## config.mk

```make
export PLATFORM = sky130hd
export DESIGN_NAME = cct_timer
export DESIGN_NICKNAME = d
export VERILOG_FILES = /design/src/cct_pkg.sv /design/src/cct_timer.sv
export SDC_FILE = /design/constraint.sdc
export NUM_CORES = 1
export LEC_CHECK = 0
export ABC_CLOCK_PERIOD_IN_PS = 2900
export BUFFER_PORTS_ARGS = -buffer_cell sky130_fd_sc_hd__clkbuf_2
export CAP_MARGIN = 5
export CORE_ASPECT_RATIO = 0.9
export CORE_MARGIN = 3
export CORE_UTILIZATION = 40
export DETAILED_ROUTE_END_ITERATION = 16
export GPL_ROUTABILITY_DRIVEN = 0
export PLACE_DENSITY = 0.57
export SYNTH_ARGS = -nofsm -noshare
export SYNTH_HDL_FRONTEND = slang
export SYNTH_SLANG_ARGS = --single-unit
```

## constraint.sdc

```tcl
create_clock -name clk_sys -period 2.9 [get_ports clk_sys]
set_clock_uncertainty 0.1 [all_clocks]
set_input_delay 0.435 -clock clk_sys [delete_from_list [all_inputs] [get_ports clk_sys]]
set_output_delay 0.435 -clock clk_sys [all_outputs]
set_load 0.005 [all_outputs]
```

## src/cct_pkg.sv

```systemverilog
package cct_pkg;

	// ************************************************************
	// register offsets (byte addresses)
	// ************************************************************
	localparam logic [7:0] OFS_CTRL  = 8'h00;
	localparam logic [7:0] OFS_MODE  = 8'h04;
	localparam logic [7:0] OFS_EDGE  = 8'h08;
	localparam logic [7:0] OFS_OUTC  = 8'h0C;
	localparam logic [7:0] OFS_OVFS  = 8'h10;
	localparam logic [7:0] OFS_CNT   = 8'h14;
	localparam logic [7:0] OFS_CC0   = 8'h20;
	localparam logic [7:0] CC_STRIDE = 8'h04;

	// ************************************************************
	// field positions
	// ************************************************************
	localparam int CTRL_CE      = 0;
	localparam int CTRL_SRC     = 1;
	localparam int CTRL_PRS_LO  = 2;
	localparam int CTRL_RUN     = 7;
	localparam int MODE_CMP_LO  = 0;
	localparam int MODE_TES_LO  = 4;
	localparam int MODE_OST     = 6;
	localparam int MODE_ECLR    = 7;
	localparam int EDGE_CLR_LO  = 8;
	localparam int OUTC_EN0     = 0;
	localparam int OUTC_ALV0    = 1;
	localparam int OUTC_EN1     = 2;
	localparam int OUTC_ALV1    = 3;
	localparam int OUTC_LD0     = 4;
	localparam int OUTC_LV0     = 5;
	localparam int OUTC_LD1     = 6;
	localparam int OUTC_LV1     = 7;

	// ************************************************************
	// reset values and edge codes
	// ************************************************************
	localparam logic [7:0]  RST_CTRL = 8'h00;
	localparam logic [7:0]  RST_MODE = 8'h00;
	localparam logic [9:0]  RST_EDGE = 10'h000;
	localparam logic [3:0]  RST_OUTC = 4'h0;
	localparam logic [1:0]  EDGE_RISE = 2'h0;
	localparam logic [1:0]  EDGE_FALL = 2'h1;
	localparam logic [1:0]  EDGE_BOTH = 2'h3;

	typedef enum logic [2:0] {
		CCT_IDLE     = 3'b000,
		CCT_ARM      = 3'b001,
		CCT_RUN      = 3'b010,
		CCT_HALT     = 3'b011,
		CCT_HALT_CLR = 3'b100
	} cct_run_e;

	typedef struct packed {
		logic [7:0]  addr;
		logic [31:0] wdata;
		logic        wr;
		logic        rd;
	} cct_bus_req_s;

	typedef struct packed {
		logic       count_in;
		logic       clear_in;
		logic [3:0] trig;
	} cct_pins_s;

endpackage : cct_pkg

```

## src/cct_timer.sv

```systemverilog
// The address map and the address-and-strobe port were chosen for this implementation.
module cct_timer
	import cct_pkg::*;
#(
	parameter int CNT_W  = 16,
	parameter int NUM_CH = 4
) (
	input  wire logic               clk_sys,
	input  wire logic               rst,
	input  wire cct_pkg::cct_bus_req_s bus_req,
	output logic [31:0]             bus_rdata,
	input  wire cct_pkg::cct_pins_s pins,
	output logic                    overflow_irq,
	output logic [NUM_CH-1:0]       channel_irq,
	output logic                    timer_output_0,
	output logic                    timer_output_1
);

	// ************************************************************
	// elaboration checks
	// ************************************************************
	if (CNT_W != 16) begin : g_bad_width
		$error("cct_timer supports a 16-bit counter only");
	end
	if (NUM_CH != 4) begin : g_bad_ch
		$error("cct_timer needs exactly four channels");
	end
	// edge configuration holds two bits per trigger plus the clear pair
	if (2 * NUM_CH + 2 != $bits(RST_EDGE)) begin : g_bad_edge
		$error("cct_timer edge configuration does not fit NUM_CH");
	end

	// ************************************************************
	// pin indices and state record
	// ************************************************************
	localparam int NPIN = NUM_CH + 2;
	localparam int PIN_CNT = 0;
	localparam int PIN_CLR = 1;

	typedef struct packed {
		logic [NPIN-1:0]             sync1;
		logic [NPIN-1:0]             sync2;
		logic [NPIN-1:0]             prev;
		logic [5:0]                  pre;
		logic                        ce;
		logic                        src;
		logic [2:0]                  prs;
		logic [NUM_CH-1:0]           cmp_mode;
		logic [1:0]                  tes;
		logic                        ost;
		logic                        eclr;
		logic [9:0]                  edge_cfg;
		logic [3:0]                  outc;
		logic                        ovf_flag;
		cct_run_e                    run;
		logic [CNT_W-1:0]            cnt;
		logic                        counted;
		logic [NUM_CH-1:0][CNT_W-1:0] cc;
		logic                        ff0;
		logic                        ff1;
		logic                        ovf_pulse;
		logic [NUM_CH-1:0]           irq;
		logic                        pin0;
		logic                        pin1;
		logic [31:0]                 rdata;
	} cct_state_s;

	cct_state_s s;
	cct_state_s next_s;

	// ************************************************************
	// helpers
	// ************************************************************
	// the reserved code 10 matches nothing, so a stray setting just stops
	// counting instead of counting on a guessed edge
	function automatic logic edge_hit(input logic [1:0] sel,
		input logic rise, input logic fall);
		logic hit;
		hit = 1'b0;
		case (sel)
			EDGE_RISE: hit = rise;
			EDGE_FALL: hit = fall;
			EDGE_BOTH: hit = rise | fall;
			default:   hit = 1'b0;
		endcase
		return hit;
	endfunction : edge_hit

	function automatic logic [5:0] pre_mask(input logic [2:0] sel);
		logic [5:0] m;
		m = 6'h3F;
		case (sel)
			3'b000:          m = 6'h01;
			3'b001:          m = 6'h03;
			3'b010:          m = 6'h07;
			3'b011, 3'b100:  m = 6'h0F;
			3'b101, 3'b110:  m = 6'h1F;
			default:         m = 6'h3F;
		endcase
		return m;
	endfunction : pre_mask

	// ************************************************************
	// combinational nets
	// ************************************************************
	logic [NPIN-1:0]   rise;
	logic [NPIN-1:0]   fall;
	logic              tick;
	logic              clr_edge;
	logic              ce_set;
	logic [NUM_CH-1:0] trig_hit;
	logic [NUM_CH-1:0] match;
	logic [31:0]       rd_val;

	// ************************************************************
	// next-state logic
	// ************************************************************
	always_comb begin
		next_s = s;

		// ********************************************************
		// synchronisers and edge detect
		// ********************************************************
		// a pin change reaches the logic on the third edge; a level held
		// under one cycle can be lost, which bounds the count rate
		// first stage only feeds the second
		next_s.sync1 = {pins.trig, pins.clear_in, pins.count_in};
		next_s.sync2 = s.sync1;
		next_s.prev  = s.sync2;
		rise = s.sync2 & ~s.prev;
		fall = ~s.sync2 & s.prev;
		// the prescaler is never reloaded on start, so the first tick may
		// come early; that jitter is accepted to save a reload path
		next_s.pre = s.pre + 6'h01;

		// ********************************************************
		// count tick
		// ********************************************************
		// count source and edge choice
		if (s.src) begin
			tick = edge_hit(s.tes, rise[PIN_CNT], fall[PIN_CNT]);
		end else begin
			tick = (s.pre & pre_mask(s.prs)) == pre_mask(s.prs);
		end
		clr_edge = edge_hit(s.edge_cfg[EDGE_CLR_LO +: 2],
			rise[PIN_CLR], fall[PIN_CLR]);
		ce_set = bus_req.wr && bus_req.addr == OFS_CTRL
			&& bus_req.wdata[CTRL_CE];

		// ********************************************************
		// register writes
		// ********************************************************
		if (bus_req.wr) begin
			if (bus_req.addr == OFS_CTRL) begin
				next_s.ce  = bus_req.wdata[CTRL_CE];
				next_s.src = bus_req.wdata[CTRL_SRC];
				next_s.prs = bus_req.wdata[CTRL_PRS_LO +: 3];
			end else if (bus_req.addr == OFS_MODE) begin
				next_s.cmp_mode = bus_req.wdata[MODE_CMP_LO +: NUM_CH];
				next_s.tes      = bus_req.wdata[MODE_TES_LO +: 2];
				next_s.ost      = bus_req.wdata[MODE_OST];
				next_s.eclr     = bus_req.wdata[MODE_ECLR];
			end else if (bus_req.addr == OFS_EDGE) begin
				next_s.edge_cfg = bus_req.wdata[9:0];
			end else if (bus_req.addr == OFS_OUTC) begin
				next_s.outc = bus_req.wdata[3:0];
			end else if (bus_req.addr == OFS_OVFS) begin
				next_s.ovf_flag = bus_req.wdata[0];
			end else begin
				for (int k = 0; k < NUM_CH; k++) begin
					if (bus_req.addr == OFS_CC0 + 8'(k) * CC_STRIDE) begin
						next_s.cc[k] = bus_req.wdata[CNT_W-1:0];
					end
				end
			end
		end

		// ********************************************************
		// run control and counter
		// ********************************************************
		next_s.counted   = 1'b0;
		next_s.ovf_pulse = 1'b0;
		case (s.run)
			CCT_IDLE: begin
				if (ce_set) begin
					next_s.run = s.eclr ? CCT_ARM : CCT_RUN;
				end
			end
			CCT_ARM: begin
				if (clr_edge) begin
					next_s.cnt = '0;
					next_s.run = CCT_RUN;
				end
			end
			CCT_RUN: begin
				// a write of ce=1 here falls through unchanged
				if (s.eclr && clr_edge) begin
					next_s.cnt = '0;
				end else if (tick) begin
					next_s.cnt     = s.cnt + 16'h0001;
					next_s.counted = 1'b1;
					if (s.cnt == 16'hFFFF) begin
						next_s.ovf_pulse = 1'b1;
						if (s.ost) begin
							next_s.run = s.eclr ? CCT_HALT_CLR : CCT_HALT;
							next_s.ce  = s.eclr;
						end
					end
				end
			end
			CCT_HALT: begin
				if (ce_set) begin
					next_s.run = CCT_RUN;
				end
			end
			CCT_HALT_CLR: begin
				// ce=1 writes are ignored, only the clear pin restarts
				if (clr_edge) begin
					next_s.cnt = '0;
					next_s.run = CCT_RUN;
				end
			end
			default: next_s.run = CCT_IDLE;
		endcase
		// clearing ce stops the timer in any state
		if (bus_req.wr && bus_req.addr == OFS_CTRL
			&& !bus_req.wdata[CTRL_CE]) begin
			next_s.run = CCT_IDLE;
		end
		// hardware set wins over a software clear in the same cycle
		if (next_s.ovf_pulse) begin
			next_s.ovf_flag = 1'b1;
		end

		// ********************************************************
		// capture and compare channels
		// ********************************************************
		for (int k = 0; k < NUM_CH; k++) begin
			trig_hit[k] = edge_hit(s.edge_cfg[2*k +: 2],
				rise[k+2], fall[k+2]);
			// match only one cycle after a count-up, never after a clear
			match[k] = s.cmp_mode[k] && s.counted
				&& s.cnt == s.cc[k];
			// a trigger on a compare channel interrupts but keeps the value
			if (trig_hit[k] && !s.cmp_mode[k]) begin
				next_s.cc[k] = s.cnt;
			end
			next_s.irq[k] = trig_hit[k] | match[k];
		end

		// ********************************************************
		// output flip-flops
		// ********************************************************
		if (bus_req.wr && bus_req.addr == OFS_OUTC) begin
			if (bus_req.wdata[OUTC_LD0]) begin
				next_s.ff0 = bus_req.wdata[OUTC_LV0];
			end
			if (bus_req.wdata[OUTC_LD1]) begin
				next_s.ff1 = bus_req.wdata[OUTC_LV1];
			end
		end
		// a match beats a software load in the same cycle
		if (match[1]) begin
			next_s.ff0 = 1'b0;
		end else if (match[0]) begin
			next_s.ff0 = 1'b1;
		end
		if (match[3]) begin
			next_s.ff1 = 1'b0;
		end else if (match[2]) begin
			next_s.ff1 = 1'b1;
		end
		// disabled output sits at its inactive level
		next_s.pin0 = next_s.outc[OUTC_ALV0]
			? (next_s.outc[OUTC_EN0] & next_s.ff0)
			: ~(next_s.outc[OUTC_EN0] & next_s.ff0);
		next_s.pin1 = next_s.outc[OUTC_ALV1]
			? (next_s.outc[OUTC_EN1] & next_s.ff1)
			: ~(next_s.outc[OUTC_EN1] & next_s.ff1);

		// ********************************************************
		// read path
		// ********************************************************
		rd_val = 32'h0000_0000;
		if (bus_req.addr == OFS_CTRL) begin
			rd_val[CTRL_CE]           = s.ce;
			rd_val[CTRL_SRC]          = s.src;
			rd_val[CTRL_PRS_LO +: 3]  = s.prs;
			rd_val[CTRL_RUN]          = s.run == CCT_RUN;
		end else if (bus_req.addr == OFS_MODE) begin
			rd_val[MODE_CMP_LO +: NUM_CH] = s.cmp_mode;
			rd_val[MODE_TES_LO +: 2]      = s.tes;
			rd_val[MODE_OST]              = s.ost;
			rd_val[MODE_ECLR]             = s.eclr;
		end else if (bus_req.addr == OFS_EDGE) begin
			rd_val[9:0] = s.edge_cfg;
		end else if (bus_req.addr == OFS_OUTC) begin
			rd_val[3:0]      = s.outc;
			rd_val[OUTC_LV0] = s.ff0;
			rd_val[OUTC_LV1] = s.ff1;
		end else if (bus_req.addr == OFS_OVFS) begin
			rd_val[0] = s.ovf_flag;
		end else if (bus_req.addr == OFS_CNT) begin
			rd_val[CNT_W-1:0] = s.cnt;
		end else begin
			for (int k = 0; k < NUM_CH; k++) begin
				if (bus_req.addr == OFS_CC0 + 8'(k) * CC_STRIDE) begin
					rd_val[CNT_W-1:0] = s.cc[k];
				end
			end
		end
		// zero outside the answer cycle, so several slaves can be or-ed
		next_s.rdata = bus_req.rd ? rd_val : 32'h0000_0000;
	end

	// ************************************************************
	// state register
	// ************************************************************
	always_ff @(posedge clk_sys) begin
		if (rst) begin
			s          <= '0;
			// control and mode fields start from the package reset words
			s.ce       <= RST_CTRL[CTRL_CE];
			s.src      <= RST_CTRL[CTRL_SRC];
			s.prs      <= RST_CTRL[CTRL_PRS_LO +: 3];
			s.cmp_mode <= RST_MODE[NUM_CH-1:0];
			s.tes      <= RST_MODE[MODE_TES_LO +: 2];
			s.ost      <= RST_MODE[MODE_OST];
			s.eclr     <= RST_MODE[MODE_ECLR];
			s.edge_cfg <= RST_EDGE;
			s.outc     <= RST_OUTC;
			s.run      <= CCT_IDLE;
			// alv=0 means active low, so idle level is high
			s.pin0     <= 1'b1;
			s.pin1     <= 1'b1;
		end else begin
			s <= next_s;
		end
	end

	// ************************************************************
	// output ports
	// ************************************************************
	assign bus_rdata      = s.rdata;
	assign overflow_irq   = s.ovf_pulse;
	assign channel_irq    = s.irq;
	assign timer_output_0 = s.pin0;
	assign timer_output_1 = s.pin1;

endmodule : cct_timer

```

Word level (Yosys, flattened, before mapping)
Index checks and enable logic that the tools add are counted.
W data, S select, Z words.
{ "op_classes": {"n_addsub": 2, "n_eq_ne": 69, "muxes": 87, "bitwise": 23, "reduce_logical": 61} }
{ "ops": {"columns": ["op", "n"], "rows": [
  ["$mux W64", 6],
  ["$mux W16", 16],
  ["$mux W15", 6],
  ["$eq A16 B16 Y1", 4],
  ["$ne A2 B2 Y1 const B", 30],
  ["$reduce_and A7 Y1", 5],
  ["$eq A8 B6 Y1 const B", 4],
  ["$pmux W16 S2", 1],
  ["$pmux W6 S5", 1],
  ["$mux W28", 1],
  ["$mux W1", 27],
  ["$mux W8", 3],
  ["$mux W23", 1],
  ["$reduce_bool A2 Y1", 11],
  ["$mux W10", 2],
  ["$mux W20", 1],
  ["$mux W19", 1],
  ["$and A6 B6 Y6", 3],
  ["$mux W3", 6],
  ["$pmux W1 S3", 6],
  ["$logic_and A1 B1 Y1", 17],
  ["$add A16 B1 Y16 const B", 1],
  ["$eq A16 B16 Y1 const B", 1],
  ["$eq A8 B4 Y1 const B", 2],
  ["other kinds (32)", 86]
]} }
{ "word_totals": {"ff_bits": 177, "in_bits": 50, "out_inout_bits": 39, "elab_cells": 274} }

Longest topological paths before layout
{ "logic_depth": {"depth_word": 17, "mapped_depth": 11, "mapped_depth_nobuf": 9} }

Least setup slack after synthesis
OpenSTA, ideal clock, no wires.
{ "synth_path": {"path_kind": "register to register", "from": "register s[161] in the netlist's numbering", "to": "register s[52] in the netlist's numbering", "setup_ns": 0.086, "arrival_ns": 1.955, "required_time_ns": 2.714, "setup_slack_ns": 0.760, "stages_incl_launch_ff": 10, "path_buffers": 1, "synth_period_minus_slack_ns": 2.140, "path_cell_list": "dfxtp_1 -> inv_1 -> ha_1 -> mux2i_1 -> a22oi_2 -> nor2_2 -> a31o_2 -> clkbuf_1 -> nor2_1 -> a211oi_1"} }
{ "synth_between": {"elab_chain_cells": 7, "elab_cells_between_ends": 15, "classes_between": "eq/ne: 5; mux: 2; bitwise: 4; reduce/logical: 4"} }
{ "synth_rtl": {"columns": ["item", "line", "rtl"], "rows": [
  ["from (decl)", "cct_timer.sv:68", "cct_state_s s;"],
  ["from (signal assigned)", "cct_timer.sv:337", "s <= next_s;"],
  ["$not A6 Y6", "cct_timer.sv:130", "rise = s.sync2 & ~s.prev;"],
  ["$and A6 B6 Y6", "cct_timer.sv:130", null],
  ["$or A1 B1 Y1", "cct_timer.sv:83", "EDGE_BOTH: hit = rise | fall;"],
  ["$pmux W1 S3 (*)", "cct_timer.sv:80", "case (sel)"],
  ["$logic_and A1 B1 Y1 (*)", "cct_timer.sv:245", "if (trig_hit[k] && !s.cmp_mode[k]) begin"],
  ["$ne A2 B2 Y1 (no source line) or $reduce_bool A2 Y1 (tied branches)", null, null],
  ["$reduce_and A7 Y1 (no source line)", null, null]
]} }
Mark *: on every way between the ends. The rest lies on a longest branch, timed or not.
A chain may end at the register's enable or synchronous reset.

Worst setup path after layout
{ "layout_path": {"from": "register s[119] in the netlist's numbering", "to": "register s, in the netlist timer_output_1"} }
{ "layout_between": {"elab_chain_cells": 7, "elab_cells_between_ends": 9, "classes_between": "eq/ne: 2; mux: 3; bitwise: 2; reduce/logical: 2"} }
{ "layout_rtl": {"columns": ["item", "line", "rtl"], "rows": [
  ["$eq A16 B16 Y1", "cct_timer.sv:243", "&& s.cnt == s.cc[k];"],
  ["$logic_and A1 B1 Y1", "cct_timer.sv:243", null],
  ["$mux W1", "cct_timer.sv:270", "end else if (match[2]) begin"],
  ["$mux W1 (*)", "cct_timer.sv:268", "if (match[3]) begin"],
  ["$and A1 B1 Y1 (*)", "cct_timer.sv:278, cct_timer.sv:279", null],
  ["$not A1 Y1", "cct_timer.sv:279", ": ~(next_s.outc[OUTC_EN1] & next_s.ff1);"],
  ["$mux W1 (*)", "cct_timer.sv:278", "? (next_s.outc[OUTC_EN1] & next_s.ff1)"]
]} }
Marks and branches as above.

==> flow_summary.ini <==
[final_layout]
fillers = 2169
nets = 1131
areaGrowthSynthToFinish_pct = 11.5
regArea_sq_mm = 0.00322
antenna_cells = 0
multi_input_area_sq_mm = 0.00500
layout-drive-gt1-share_pct = 14.4
final_common_cell = dfxtp_1
most-common-layout-cells = dfxtp_1, nor2_1, mux2i_1
stdcell_count = 1371

[cts]
cts.sinks = 161
cts_root_buf = clkbuf_16
cts.path.max_buffers = 2
cts_tree = built
cts-resized-gates = 0
htree_levels = 4
hold_buffers = 0
numCtsBuffers = 17
clk_pin_slew_ns = 0.07
clk-insertion-delay-late_ns = 0.44
postCtsSetupBuffers = 0

[critical_path]
crit_type = reg2reg
cp.arrival_ns = 2.79
start_kind = flip-flop
cp_max_fo = 8
critPathRequiredTime_ns = 3.13
end_kind = flip-flop

[synthesis]
ys_seq_area_share_pct = 36.3
syn_avg_cell_area_sq_um = 8.45
syn-cell-area_sq_mm = 0.00889
syn_inst = 1052
synthArstFlopShare_pct = 0
yosys.cell_types.count = 69
synth_edf_count = 0
ys_warn_count = 0
ys_ff_latch = 161
synth_ff_type = dfxtp_1

[power_and_ir_drop]
ir_worst_vdd_mv = 0.429
p_clk_share_pct = 43.2
comb_power_share_pct = 11.5
p_sw_mw = 1.42
seq_power_share_pct = 45.3
p_leak_nw = 4.05
switching_share_pct = 27.1
powerDensity_mw_per_mm2 = 528
p_int_mw = 3.81

[floorplan]
rows = 51
initial_core_util_pct = 40.8
coreArea_sq_mm = 0.0218
ios = 89
dieArea_sq_mm = 0.0240
die_h_um = 147
die_width_um = 163

[global_route]
grt_util_all_layers_pct = 22.0
antenna_found_initial = 0
grt_pass1_wl_um = 40900
grt_max_degree = 122
grt_overflow = 0
grt_pass1_vias = 7045

[route]
firstDrtPassIters = 5
viasPerCell = 5.48
wl_per_cell_um = 19.2
dr_total_vias = 7513
antenna_left = 0
drc_errors = 0
drtIter0Drc = 663
wl_um = 26400

[place]
pre_cts_ws_ns = 0.359
io_buffers = 56
dp_hpwl_um = 18700
dp_cells = 1338

[status]
status = completed

[timing]
slew_headroom_pct = 49.3
worst_slew_pin_slew_ns = 0.757
finalCritPeriodShare_pct = 88.3
min_period_ns = 2.56
max_freq_mhz = 390
hold_viol = 0
slew_viol_final = 0
setup_violations = 0
fin_ws_ns = 0.338
setup_tns_ns = 0
rsz0062_at_grt = false

[flow_run]
cap_violations = 0

[min_path]
hp-class = in2reg
[sequential cells by signal (all words and copies together), names as in the netlist]
name	flops
next_s	12
channel_irq	4
overflow_irq	1
timer_output_1	1
bus_rdata	16
timer_output_0	1
s	126
[critical path, stage by stage (launching register included)]
cell	delay, ns
dfxtp_1	0.57
xor2_1	0.14
nor4_1	0.37
nand4_1	0.12
or4_1	0.67
a21oi_2	0.24
a21oi_1	0.10
a21o_1	0.15
[power by group through the flow]
stage,logic [mW],clock network (mW),registers (mW)
finish,0.601,2.26,2.37
detailed placement,0.590,0,2.42
global placement,0.585,0,2.42
floorplan,0.466,0,2.38
CTS,0.594,2.30,2.37
global route,0.659,2.39,2.38
[synthesized netlist by cell type (16+ instances only)]
cell type | instances | area [sq um]
nor2b_1 | 21 | 131
buf_2 | 18 | 90.1
a22oi_1 | 16 | 120
xnor2_1 | 44 | 385
xor2_1 | 28 | 245
dfxtp_1 | 161 | 3220
nor2_1 | 140 | 526
o21ai_0 | 33 | 165
nand2_1 | 64 | 240
inv_1 | 23 | 86.3
mux2i_1 | 94 | 941
buf_4 | 38 | 285
nand3_1 | 24 | 120
clkbuf_1 | 53 | 199
a211oi_1 | 60 | 450
a21oi_1 | 56 | 280
[final cells by class]
class	count	share of cell area [%]
tap	291	3.67
clock buffer	18	4.33
clock inverter	14	1.59
multi-input combinational	761	50.5
inverter	23	0.871
sequential	161	32.5
timing repair buffer	103	6.54
[worst paths after layout]
| path | startpoint | slack [ns] | to | cells after the start |
|---|---|---|---|---|
| max | s[119] | 0.34 | timer_output_1 | 7 |
| min | pins[1] | 0.11 | next_s[168] | 2 |
| max reg2reg | s[119] | 0.34 | timer_output_1 | 7 |
| min reg2reg | next_s[166] | 0.34 | next_s[160] | 1 |
[logic make-up (layout without fill, tap and decap cells)]
kind of cell,count (synthesis),count (layout),share of synthesized area (%)
AO/OA/AOI/OAI,227,227,17.3
XOR/XNOR,72,72,7.10
adder cells (fa/ha/maj),14,14,1.97
buffers and inverters,145,158,8.15
flip-flops,161,161,36.3
multiplexers,99,99,11.3
other,1,16,0.0422
AND/OR/NAND/NOR,333,333,17.8
[per-stage QoR]
stage	hold WS [ns]	util, %	instance area, sq um	power, mW
3_5_place_dp	0.324	42.8	9310	3.01
6_report	0.106	45.5	9910	5.23
4_1_cts	0.0914	45.5	9900	5.27
5_1_grt	0.0966	45.5	9910	5.43
3_3_place_gp	0.317	42.8	9310	3.00
2_1_floorplan	0.314	-	8940	2.85
[per-layer routing]
layer / GRT usage (%) / up-vias / part of all wire (%)
met5: 0 / - / 0
met1: 32.4 / 3545 / 48
li1: - / 3687 / -
met3: 3.53 / 31 / 6.1
met2: 33.1 / 250 / 43
met4: 6.43 / 0 / 2.2
Power figures use the tool's default switching activity.
